<file path="src/hdl/two_wire_map.svh">
// constants of the simple two-wire master: timing, bit counts, reset values
// assumes inclusion by both design files through its bare name
`ifndef TWO_WIRE_MAP_SVH
`define TWO_WIRE_MAP_SVH
// Functional notes
// - the channel is only ever the bus master, driving a clock line and a data line.
// - only master transmit and master receive exist, with a single master on the link.
// - every byte on the link is exactly eight bits, in both directions.
// - an address byte carries the target address in its upper seven bits and read/write in bit 0.
// - the master drives the acknowledge after received bytes and samples it after sent bytes.
// - start and stop are produced only when software commands them, never automatically.
// - the start and stop line timing comes from the quarter divider in hardware; software only issues the command.
// - each finished transfer raises a transfer-end event, and ack or overrun errors set flags.
// - with the channel output enable cleared, no acknowledge is driven for a received byte.
// - there is no slave operation; the channel never answers another master's address.
// - arbitration loss and clock stretching are not detected; clocking just continues.
`define CLK_FREQ_KHZ 40000
`define SCL_FREQ_KHZ 400
`define QUARTER_CYCLES ((`CLK_FREQ_KHZ) / ((`SCL_FREQ_KHZ) * 4))
`define BYTE_BITS 8
`define BIT_CNT_W 4
`define LAST_BIT_IDX 4'h8
`define LAST_QUARTER 2'h3
`define SAMPLE_QUARTER 2'h2
`define RISE_QUARTER 2'h1
`define RST_BYTE 8'h00
`endif

</file>
<file path="src/hdl/two_wire_pkg.sv">
// types shared by the two-wire master design files
// assumes nothing beyond the timing header
package two_wire_pkg;
    typedef enum logic [1:0] {
        OP_START = 2'h0,
        OP_STOP = 2'h1,
        OP_WRITE = 2'h2,
        OP_READ = 2'h3
    } cmd_op_e;
    typedef enum logic [3:0] {
        ST_IDLE = 4'h1,
        ST_START = 4'h2,
        ST_BYTE = 4'h4,
        ST_STOP = 4'h8
    } link_state_e;
endpackage

</file>
<file path="src/hdl/quarter_tick.sv">
// divider giving a one-cycle enable pulse every quarter of an scl period
// assumes one clock, synchronous active-low reset
`timescale 1ns/1ps
`include "two_wire_map.svh"
module quarter_tick #(
    parameter int unsigned DIV = `QUARTER_CYCLES
) (
    input wire logic clk_i,
    input wire logic resetn_i,
    input wire logic run_i,
    output logic tick_o
);
    localparam int unsigned CW = (DIV > 1) ? $clog2(DIV) : 1;
    logic [CW-1:0] cnt_ff;

    if (DIV < 2)
    begin
        $error("quarter_tick: DIV must be at least 2");
    end

    // counter idles at zero so the first quarter of a command is full length
    always_ff @(posedge clk_i)
    begin
        if (!resetn_i || !run_i)
            cnt_ff <= '0;
        else if (cnt_ff == CW'(DIV - 1))
            cnt_ff <= '0;
        else
            cnt_ff <= cnt_ff + 1'b1;
    end

    assign tick_o = run_i && (cnt_ff == CW'(DIV - 1));

    a_tick_spacing: assert property (@(posedge clk_i) disable iff (!resetn_i)
        tick_o |=> !tick_o)
        else $error("quarter tick repeated on adjacent cycles");
endmodule

</file>
<file path="src/hdl/simple_two_wire_master.sv">
// single-master two-wire controller: start, stop, byte write and byte read on command
// assumes open-drain pads outside and one slave on the link; no register bus
`timescale 1ns/1ps
`include "two_wire_map.svh"
module simple_two_wire_master
    import two_wire_pkg::*;
#(
    parameter int unsigned QUARTER_DIV = `QUARTER_CYCLES
) (
    input wire logic clk_i,
    input wire logic resetn_i,
    input wire logic cmd_valid_i,
    input wire logic [1:0] cmd_op_i,
    input wire logic [7:0] cmd_data_i,
    output logic cmd_ready_o,
    input wire logic channel_output_enable_bit_i,
    output logic done_o,
    output logic [7:0] rx_data_o,
    output logic rx_valid_o,
    input wire logic rx_read_i,
    output logic ack_err_o,
    output logic overrun_err_o,
    input wire logic err_clear_i,
    output logic scl_o,
    output logic scl_oe_o,
    output logic sda_o,
    output logic sda_oe_o,
    input wire logic sda_i
);
    link_state_e state_ff;
    logic [1:0] quarter_ff;
    logic [`BIT_CNT_W-1:0] bit_ff;
    logic [7:0] shift_ff;
    logic is_read_ff;
    logic ack_drive_ff;
    logic scl_level_ff;
    logic sda_level_ff;
    logic sda_meta_ff;
    logic sda_sync_ff;
    logic done_ff;
    logic [7:0] rx_data_ff;
    logic rx_valid_ff;
    logic ack_err_ff;
    logic overrun_ff;
    logic [3:0] scl_rise_cnt_ff;
    logic tick;
    logic run;
    logic end_quarter;
    logic byte_end;
    logic rx_byte_end;
    logic tx_ack_high;
    logic nxt_sda;
    logic nxt_scl;

    assign run = (state_ff != ST_IDLE);
    assign end_quarter = tick && (quarter_ff == `LAST_QUARTER);
    assign byte_end = (state_ff == ST_BYTE) && end_quarter && (bit_ff == `LAST_BIT_IDX);
    assign rx_byte_end = byte_end && is_read_ff;

    quarter_tick #(
        .DIV(QUARTER_DIV)
    ) u_tick (
        .clk_i(clk_i),
        .resetn_i(resetn_i),
        .run_i(run),
        .tick_o(tick)
    );

    // two flops before the data line is looked at
    always_ff @(posedge clk_i)
    begin
        if (!resetn_i)
        begin
            sda_meta_ff <= 1'b1;
            sda_sync_ff <= 1'b1;
        end
        else
        begin
            sda_meta_ff <= sda_i;
            sda_sync_ff <= sda_meta_ff;
        end
    end

    // command acceptance and sequencing; start/stop only on explicit command
    always_ff @(posedge clk_i)
    begin
        if (!resetn_i)
        begin
            state_ff <= ST_IDLE;
            quarter_ff <= 2'h0;
            bit_ff <= '0;
            is_read_ff <= 1'b0;
            ack_drive_ff <= 1'b0;
        end
        else
        begin
            case (state_ff)
                ST_IDLE:
                begin
                    quarter_ff <= 2'h0;
                    bit_ff <= '0;
                    if (cmd_valid_i)
                    begin
                        is_read_ff <= (cmd_op_i == OP_READ);
                        ack_drive_ff <= channel_output_enable_bit_i;
                        case (cmd_op_i)
                            OP_START: state_ff <= ST_START;
                            OP_STOP: state_ff <= ST_STOP;
                            default: state_ff <= ST_BYTE;
                        endcase
                    end
                end
                ST_START, ST_STOP:
                begin
                    if (tick)
                        quarter_ff <= quarter_ff + 2'h1;
                    if (end_quarter)
                        state_ff <= ST_IDLE;
                end
                ST_BYTE:
                begin
                    if (tick)
                        quarter_ff <= quarter_ff + 2'h1;
                    if (end_quarter)
                        bit_ff <= bit_ff + 1'b1;
                    // eight data bits then one acknowledge slot
                    if (byte_end)
                        state_ff <= ST_IDLE;
                end
                default:
                    state_ff <= ST_IDLE;
            endcase
        end
    end

    // shift register: msb first; address byte is just data with r/w in bit 0
    always_ff @(posedge clk_i)
    begin
        if (!resetn_i)
            shift_ff <= `RST_BYTE;
        else if (state_ff == ST_IDLE && cmd_valid_i)
            shift_ff <= cmd_data_i;
        else if (state_ff == ST_BYTE && tick && quarter_ff == `SAMPLE_QUARTER
                 && bit_ff < `LAST_BIT_IDX)
            shift_ff <= {shift_ff[6:0], sda_sync_ff};
    end

    // line levels per quarter; no stretch or arbitration check, scl just runs
    always_comb
    begin
        // idle holds the lines so scl stays low between bytes of one transfer
        nxt_scl = scl_level_ff;
        nxt_sda = sda_level_ff;
        case (state_ff)
            ST_START:
            begin
                nxt_scl = (quarter_ff != `LAST_QUARTER);
                nxt_sda = (quarter_ff < `SAMPLE_QUARTER);
            end
            ST_STOP:
            begin
                nxt_scl = (quarter_ff != 2'h0);
                nxt_sda = (quarter_ff >= `SAMPLE_QUARTER);
            end
            ST_BYTE:
            begin
                nxt_scl = (quarter_ff == `RISE_QUARTER) || (quarter_ff == `SAMPLE_QUARTER);
                if (bit_ff == `LAST_BIT_IDX)
                    nxt_sda = is_read_ff ? !ack_drive_ff : 1'b1;
                else
                    nxt_sda = is_read_ff ? 1'b1 : shift_ff[7];
            end
            default:
            begin
                nxt_scl = scl_level_ff;
                nxt_sda = sda_level_ff;
            end
        endcase
    end

    always_ff @(posedge clk_i)
    begin
        if (!resetn_i)
        begin
            scl_level_ff <= 1'b1;
            sda_level_ff <= 1'b1;
        end
        else
        begin
            scl_level_ff <= nxt_scl;
            sda_level_ff <= nxt_sda;
        end
    end

    // open drain: only ever pull low, never answer as a slave
    assign scl_o = 1'b0;
    assign sda_o = 1'b0;
    assign scl_oe_o = !scl_level_ff;
    assign sda_oe_o = !sda_level_ff;

    // transfer end event, one cycle per finished command
    always_ff @(posedge clk_i)
    begin
        if (!resetn_i)
            done_ff <= 1'b0;
        else
            done_ff <= run && end_quarter && (state_ff != ST_BYTE || byte_end);
    end

    always_ff @(posedge clk_i)
    begin
        if (!resetn_i)
            rx_data_ff <= `RST_BYTE;
        else if (rx_byte_end)
            rx_data_ff <= shift_ff;
    end

    // a new byte outranks a read in the same cycle
    always_ff @(posedge clk_i)
    begin
        if (!resetn_i)
            rx_valid_ff <= 1'b0;
        else if (rx_byte_end)
            rx_valid_ff <= 1'b1;
        else if (rx_read_i)
            rx_valid_ff <= 1'b0;
    end

    assign tx_ack_high = (state_ff == ST_BYTE) && !is_read_ff && tick
        && quarter_ff == `SAMPLE_QUARTER && bit_ff == `LAST_BIT_IDX;

    // error flags: set wins over clear
    always_ff @(posedge clk_i)
    begin
        if (!resetn_i)
            ack_err_ff <= 1'b0;
        else if (tx_ack_high && sda_sync_ff)
            ack_err_ff <= 1'b1;
        else if (err_clear_i)
            ack_err_ff <= 1'b0;
    end

    always_ff @(posedge clk_i)
    begin
        if (!resetn_i)
            overrun_ff <= 1'b0;
        else if (rx_byte_end && rx_valid_ff && !rx_read_i)
            overrun_ff <= 1'b1;
        else if (err_clear_i)
            overrun_ff <= 1'b0;
    end

    always_ff @(posedge clk_i)
    begin
        if (!resetn_i || state_ff != ST_BYTE)
            scl_rise_cnt_ff <= '0;
        else if (!scl_level_ff && nxt_scl)
            scl_rise_cnt_ff <= scl_rise_cnt_ff + 1'b1;
    end

    assign cmd_ready_o = (state_ff == ST_IDLE);
    assign done_o = done_ff;
    assign rx_data_o = rx_data_ff;
    assign rx_valid_o = rx_valid_ff;
    assign ack_err_o = ack_err_ff;
    assign overrun_err_o = overrun_ff;

    a_start_only_cmd: assert property (@(posedge clk_i) disable iff (!resetn_i)
        state_ff == ST_START |-> $past(state_ff) == ST_START
            || ($past(cmd_valid_i) && $past(cmd_op_i) == OP_START))
        else $error("start produced without a start command");
    a_stop_only_cmd: assert property (@(posedge clk_i) disable iff (!resetn_i)
        $rose(state_ff == ST_STOP) |-> $past(cmd_op_i) == OP_STOP)
        else $error("stop produced without a stop command");
    a_nine_clocks: assert property (@(posedge clk_i) disable iff (!resetn_i)
        byte_end |-> scl_rise_cnt_ff == 4'h9)
        else $error("byte ended after wrong bit count");
    a_ack_err_set: assert property (@(posedge clk_i) disable iff (!resetn_i)
        tx_ack_high && sda_sync_ff |=> ack_err_ff)
        else $error("missing ack not flagged");
    a_no_ack_drive: assert property (@(posedge clk_i) disable iff (!resetn_i)
        state_ff == ST_BYTE && is_read_ff && !ack_drive_ff && bit_ff == 4'h8
            |=> !sda_oe_o)
        else $error("ack driven with output enable cleared");
    a_overrun_set: assert property (@(posedge clk_i) disable iff (!resetn_i)
        rx_byte_end && rx_valid_ff && !rx_read_i |=> overrun_ff && rx_valid_ff)
        else $error("overrun not flagged");
    a_done_pulse: assert property (@(posedge clk_i) disable iff (!resetn_i)
        run && end_quarter && state_ff != ST_BYTE |=> done_o ##1 !done_o)
        else $error("transfer end pulse wrong");
    a_start_shape: assert property (@(posedge clk_i) disable iff (!resetn_i)
        state_ff == ST_START && quarter_ff == 2'h2 && tick |=> !sda_level_ff && scl_level_ff)
        else $error("start condition shape wrong");
    a_ready_idle: assert property (@(posedge clk_i) disable iff (!resetn_i)
        cmd_valid_i && cmd_ready_o |=> !cmd_ready_o)
        else $error("command not taken");
endmodule

</file>
<file path="config.mk">
export PLATFORM = sky130hd
export DESIGN_NAME = simple_two_wire_master
export DESIGN_NICKNAME = d
export VERILOG_FILES = /design/src/hdl/two_wire_pkg.sv /design/src/hdl/quarter_tick.sv /design/src/hdl/simple_two_wire_master.sv
export VERILOG_INCLUDE_DIRS = /design/src /design/src/hdl
export SDC_FILE = /design/constraint.sdc
export NUM_CORES = 1
export LEC_CHECK = 0
export BUFFER_PORTS_ARGS = -buffer_cell sky130_fd_sc_hd__buf_2
export CELL_PAD_IN_SITES_DETAIL_PLACEMENT = 0
export CELL_PAD_IN_SITES_GLOBAL_PLACEMENT = 1
export CORE_UTILIZATION = 35
export DETAILED_ROUTE_END_ITERATION = 16
export PLACE_DENSITY = 0.75
export SLEW_MARGIN = 0
export SYNTH_ARGS = -nofsm -noshare
export SYNTH_HDL_FRONTEND = slang
export SYNTH_SLANG_ARGS = --single-unit
export TNS_END_PERCENT = 5
</file>
<file path="constraint.sdc">
create_clock -name clk_i -period 2.55 [get_ports clk_i]
set_input_delay 0 -clock clk_i [delete_from_list [all_inputs] [get_ports clk_i]]
set_output_delay 0 -clock clk_i [all_outputs]
set_load 0.02 [all_outputs]
</file>
==> results list <==
* Number of ports placed on the die boundary: 34
- Critical path peak fanout: 11
- Cell type with the highest aggregate area in the netlist: dfxtp_1
- Clock buffer count from CTS: 5
- At the end of routability-driven placement, the weighted congestion stood at 0.7769.
- Time the worst path needs with I/O delays and setup: 1.958 ns
- Setup repair after global routing left no endpoint under its margin.
- For this run, design rule violations remaining after detail routing come to 0.
* Upper clock frequency limit: between 0.5 and 0.6 GHz
* Clock sink count: 41
- For this design the ratio of total power to cell area is around 580 nW/µm².
* Gr ovfl total: 0
- Layout cells sized above 1: 0.1769
- The area growth from synthesis to layout is 18.45%.
* Internal power: 990.2 µW
* CTS H-tree depth: 2
- Slew @ Worst Pin: between 0.6 and 0.7 ns
* Reg2Reg Setup Slack: roughly 0.6 ns
* Share of power burned in registers: 0.527
* Part of the Yosys area used for sequential elements: 0.4202
* Critical path startpoint category: flop
- The longest clock path from root to sink contains 2 buffers.
* Final-report hold violation count: 0
- In this run the cell area of the synthesized design comes to 1953 µm².
- Width of the die: 76.70 µm
- Port buffering added 31 buffers.
- In the final design database the tool counted ~280 nets.
* Fraction of registers with async set/reset: 0
- Clock-pin slew was measured on the worst setup and hold paths at 0.08 ns.
- The floorplan step set the die height to ~77 µm.
- Setup violations remaining at the end of the flow were counted as 0.
- In the final timing run, aggregate negative setup slack is 0 ns.
- Library cell with the highest instance count after synthesis: dfxtp_1
- Outcome: finished, final reports clean
- Detailed Routing Iterations Pass 1: 4
- Worst-Skew Late Latency: roughly 0.29 ns
- Predominant post-synthesis flop cell: dfxtp_1
* Number of cell rows: 26
- Summed over all nets, the switching power comes to 356.1 µW.
- The Yosys step of the flow raised 0 warnings.
- The share of total power dissipated in the clock network is 0.340.
- Dividing the detail-routed via count by the number of cells gives slightly above 5.
* Start-to-end type of the worst setup path: flop to flop
* Required time at the worst-slack endpoint: around 2.7 ns
- Global-route wire length before repair: 7.176 mm
- Entering global routing, the biggest net connects 23 pins.
- After detailed routing, the average wire length per cell comes to 13.08 µm.
* Initial Util: 0.3729
* Worst IR Drop VDD: 342.6 µV
- In this run, synthesis inferred 0 flip-flops with an integrated enable.
- Via count of the first global-routing pass: around 1,500
* Comb pwr share: 0.133
- By area the synthesized netlist is led by dfxtp_1 42%, a21oi_1 5.9%, mux2i_1 5.1%.
- The filler cells instantiated in the layout total 549.
- Worst hold path class: input pin to flop
- After floorplanning, the core was sized to cover between 5000 and 6000 µm².
- Post-placement setup slack: between 0.5 and 0.6 ns
- The tree is rooted in a clkbuf_8.
- Across the routed clock network, the largest skew measured is 0.006964 ns.
- Post-Synthesis Cells: roughly 230
- In this run the tightest slew margin relative to its limit is 0.5865.
- HPWL after detailed placement: between 3 and 4 mm
- Net switching share of the total power: 0.2645
- The final max-slew violation count came to 0.
- Area occupied by registers: slightly above 800 µm²
* Post-route clock period utilization: 0.7679
- Number of antenna cells inserted: 0
* Average size of a mapped cell: just under 9 µm²
- The final route contains 1,681 vias.
- Reported max-cap violation count: 0
* Buffer count from post-CTS setup fixing: 0
- Static leakage power: between 0.0009 and 0.001 µW
- The share of synthesized area in the top cell type comes to 0.4202.
* Die footprint: a little under 6000 µm²
* Area taken by multi-input logic gates: approximately 990 µm²
- Worst setup margin: between 0.5 and 0.6 ns
- Synth cell count leaders: 41 x dfxtp_1, 23 x a21oi_1, 20 x o21ai_0, 19 x nand3_1, 14 x nor2_1
- TritonCTS built the clock tree.
* Flop and latch count out of synthesis: a little over 40
* Distinct cell type count of the synthesized netlist: 46
- Tot GR Track Use: 0.1548
- Routed wire length: about 4.3 mm
* 1st-iter DRT viols: 80
- Number of buffers inserted by hold repair at cts: 9
- Initial antenna violation count: 0
* Post-CTS sizing: 0
* Kind of capture point of the worst setup path: flop
* Arr. time, crit path: around 2.1 ns
* Number of nets still failing antenna checks after routing: 0
[critical path: stages, from the launching register on]
cell and delay (ns):
dfxtp_1 0.34, inv_1 0.06, ha_1 0.13, and4b_1 0.44, and4b_1 0.54, mux2i_1 0.24, a21oi_1 0.08
[logic make-up (layout without fill, tap and decap cells)]
group                      Yosys count  after routing  share of synthesized area
and+or+nand+nor                     73             73                     0.2101
other                                1              2                   0.001920
AOI/OAI and AO/OA                   57             57                     0.1678
xor gates and xnor gates             7              7                    0.03139
buffers and inverters               29             63                    0.07238
muxes                               10             10                    0.05125
adders and majority gates            7              7                    0.04484
DFF                                 41             41                     0.4202
[area by class of cell]
class	instances	share of cell area
Clock buffer	7	0.04164
Clock inverter	1	0.002163
Inverter	13	0.02109
Multi-Input combinational cell	156	0.4300
Sequential cell	41	0.3548
Tap cell	70	0.03786
Timing Repair Buffer	42	0.1125
[power by group through the flow]
stage                     Sequential, µW  Clock, µW  Combinational [µW]
after floorplan                      703          0                 145
after global placement               724          0                 169
after detailed placement             724          0                 170
after CTS                            709        473                 181
after global routing                 714        498                 206
final                                710        457                 180
[state kept, by name, indices dropped and copies added, names as in the netlist]
signal / cells
is_read_ff: 1
sda_sync_ff: 1
rx_valid_o: 1
quarter_ff: 2
u_tick.cnt_ff: 5
sda_level_ff: 1
ack_err_o: 1
sda_meta_ff: 1
shift_ff: 8
scl_level_ff: 1
done_o: 1
overrun_err_o: 1
bit_ff: 4
state_ff: 4
ack_drive_ff: 1
rx_data_o: 8
[stage by stage]
| stage | cells | power [µW] | util | hold slack, ns | instance area (µm²) |
|---|---|---|---|---|---|
| 3_3_place_gp | 313 | 892.9 | 0.4052 | 0.1804 | 2122 |
| 3_5_place_dp | 313 | 894.1 | 0.4052 | 0.1833 | 2122 |
| 6_report | 330 | 1346 | 0.4417 | 0.008852 | 2313 |
| 2_1_floorplan | 226 | 848.2 | - | 0.07304 | 1957 |
| 5_1_grt | 330 | 1418 | 0.4417 | 0.01611 | 2313 |
| 4_1_cts | 330 | 1364 | 0.4417 | 0.005409 | 2313 |
[placed cells by master, fill, tap and decap left out, types with 4 or more instances in the layout]
master          n
a21oi_1        23
buf_2          31
clkbuf_8        7
dfxtp_1        41
dlygate4sd3_1   9
ha_1            7
inv_1          12
mux2i_1        10
nand2_1        10
nand2b_1        4
nand3_1        19
nand4_1         4
nor2_1         14
o21ai_0        20
xor2_1          4
[metal layers]
metal | vias up | GRT usage | part of all wire
met3 | 4 | 0.03690 | 0.033
li1 | 857 | - | -
met2 | 38 | 0.2339 | 0.44
met1 | 782 | 0.2152 | 0.52
met4 | 0 | 0.05000 | 0.0072
met5 | - | 0 | 0
[path summary, 6_finish.rpt]
check	startpoint	end	depth (start not counted)
max	u_tick.cnt_ff[0]	shift_ff[7]	6
min	cmd_data_i[6]	shift_ff[6]	3
max reg2reg	u_tick.cnt_ff[0]	shift_ff[7]	6
min reg2reg	sda_meta_ff	sda_sync_ff	1
Note: power is estimated with default switching activity, not from simulation.
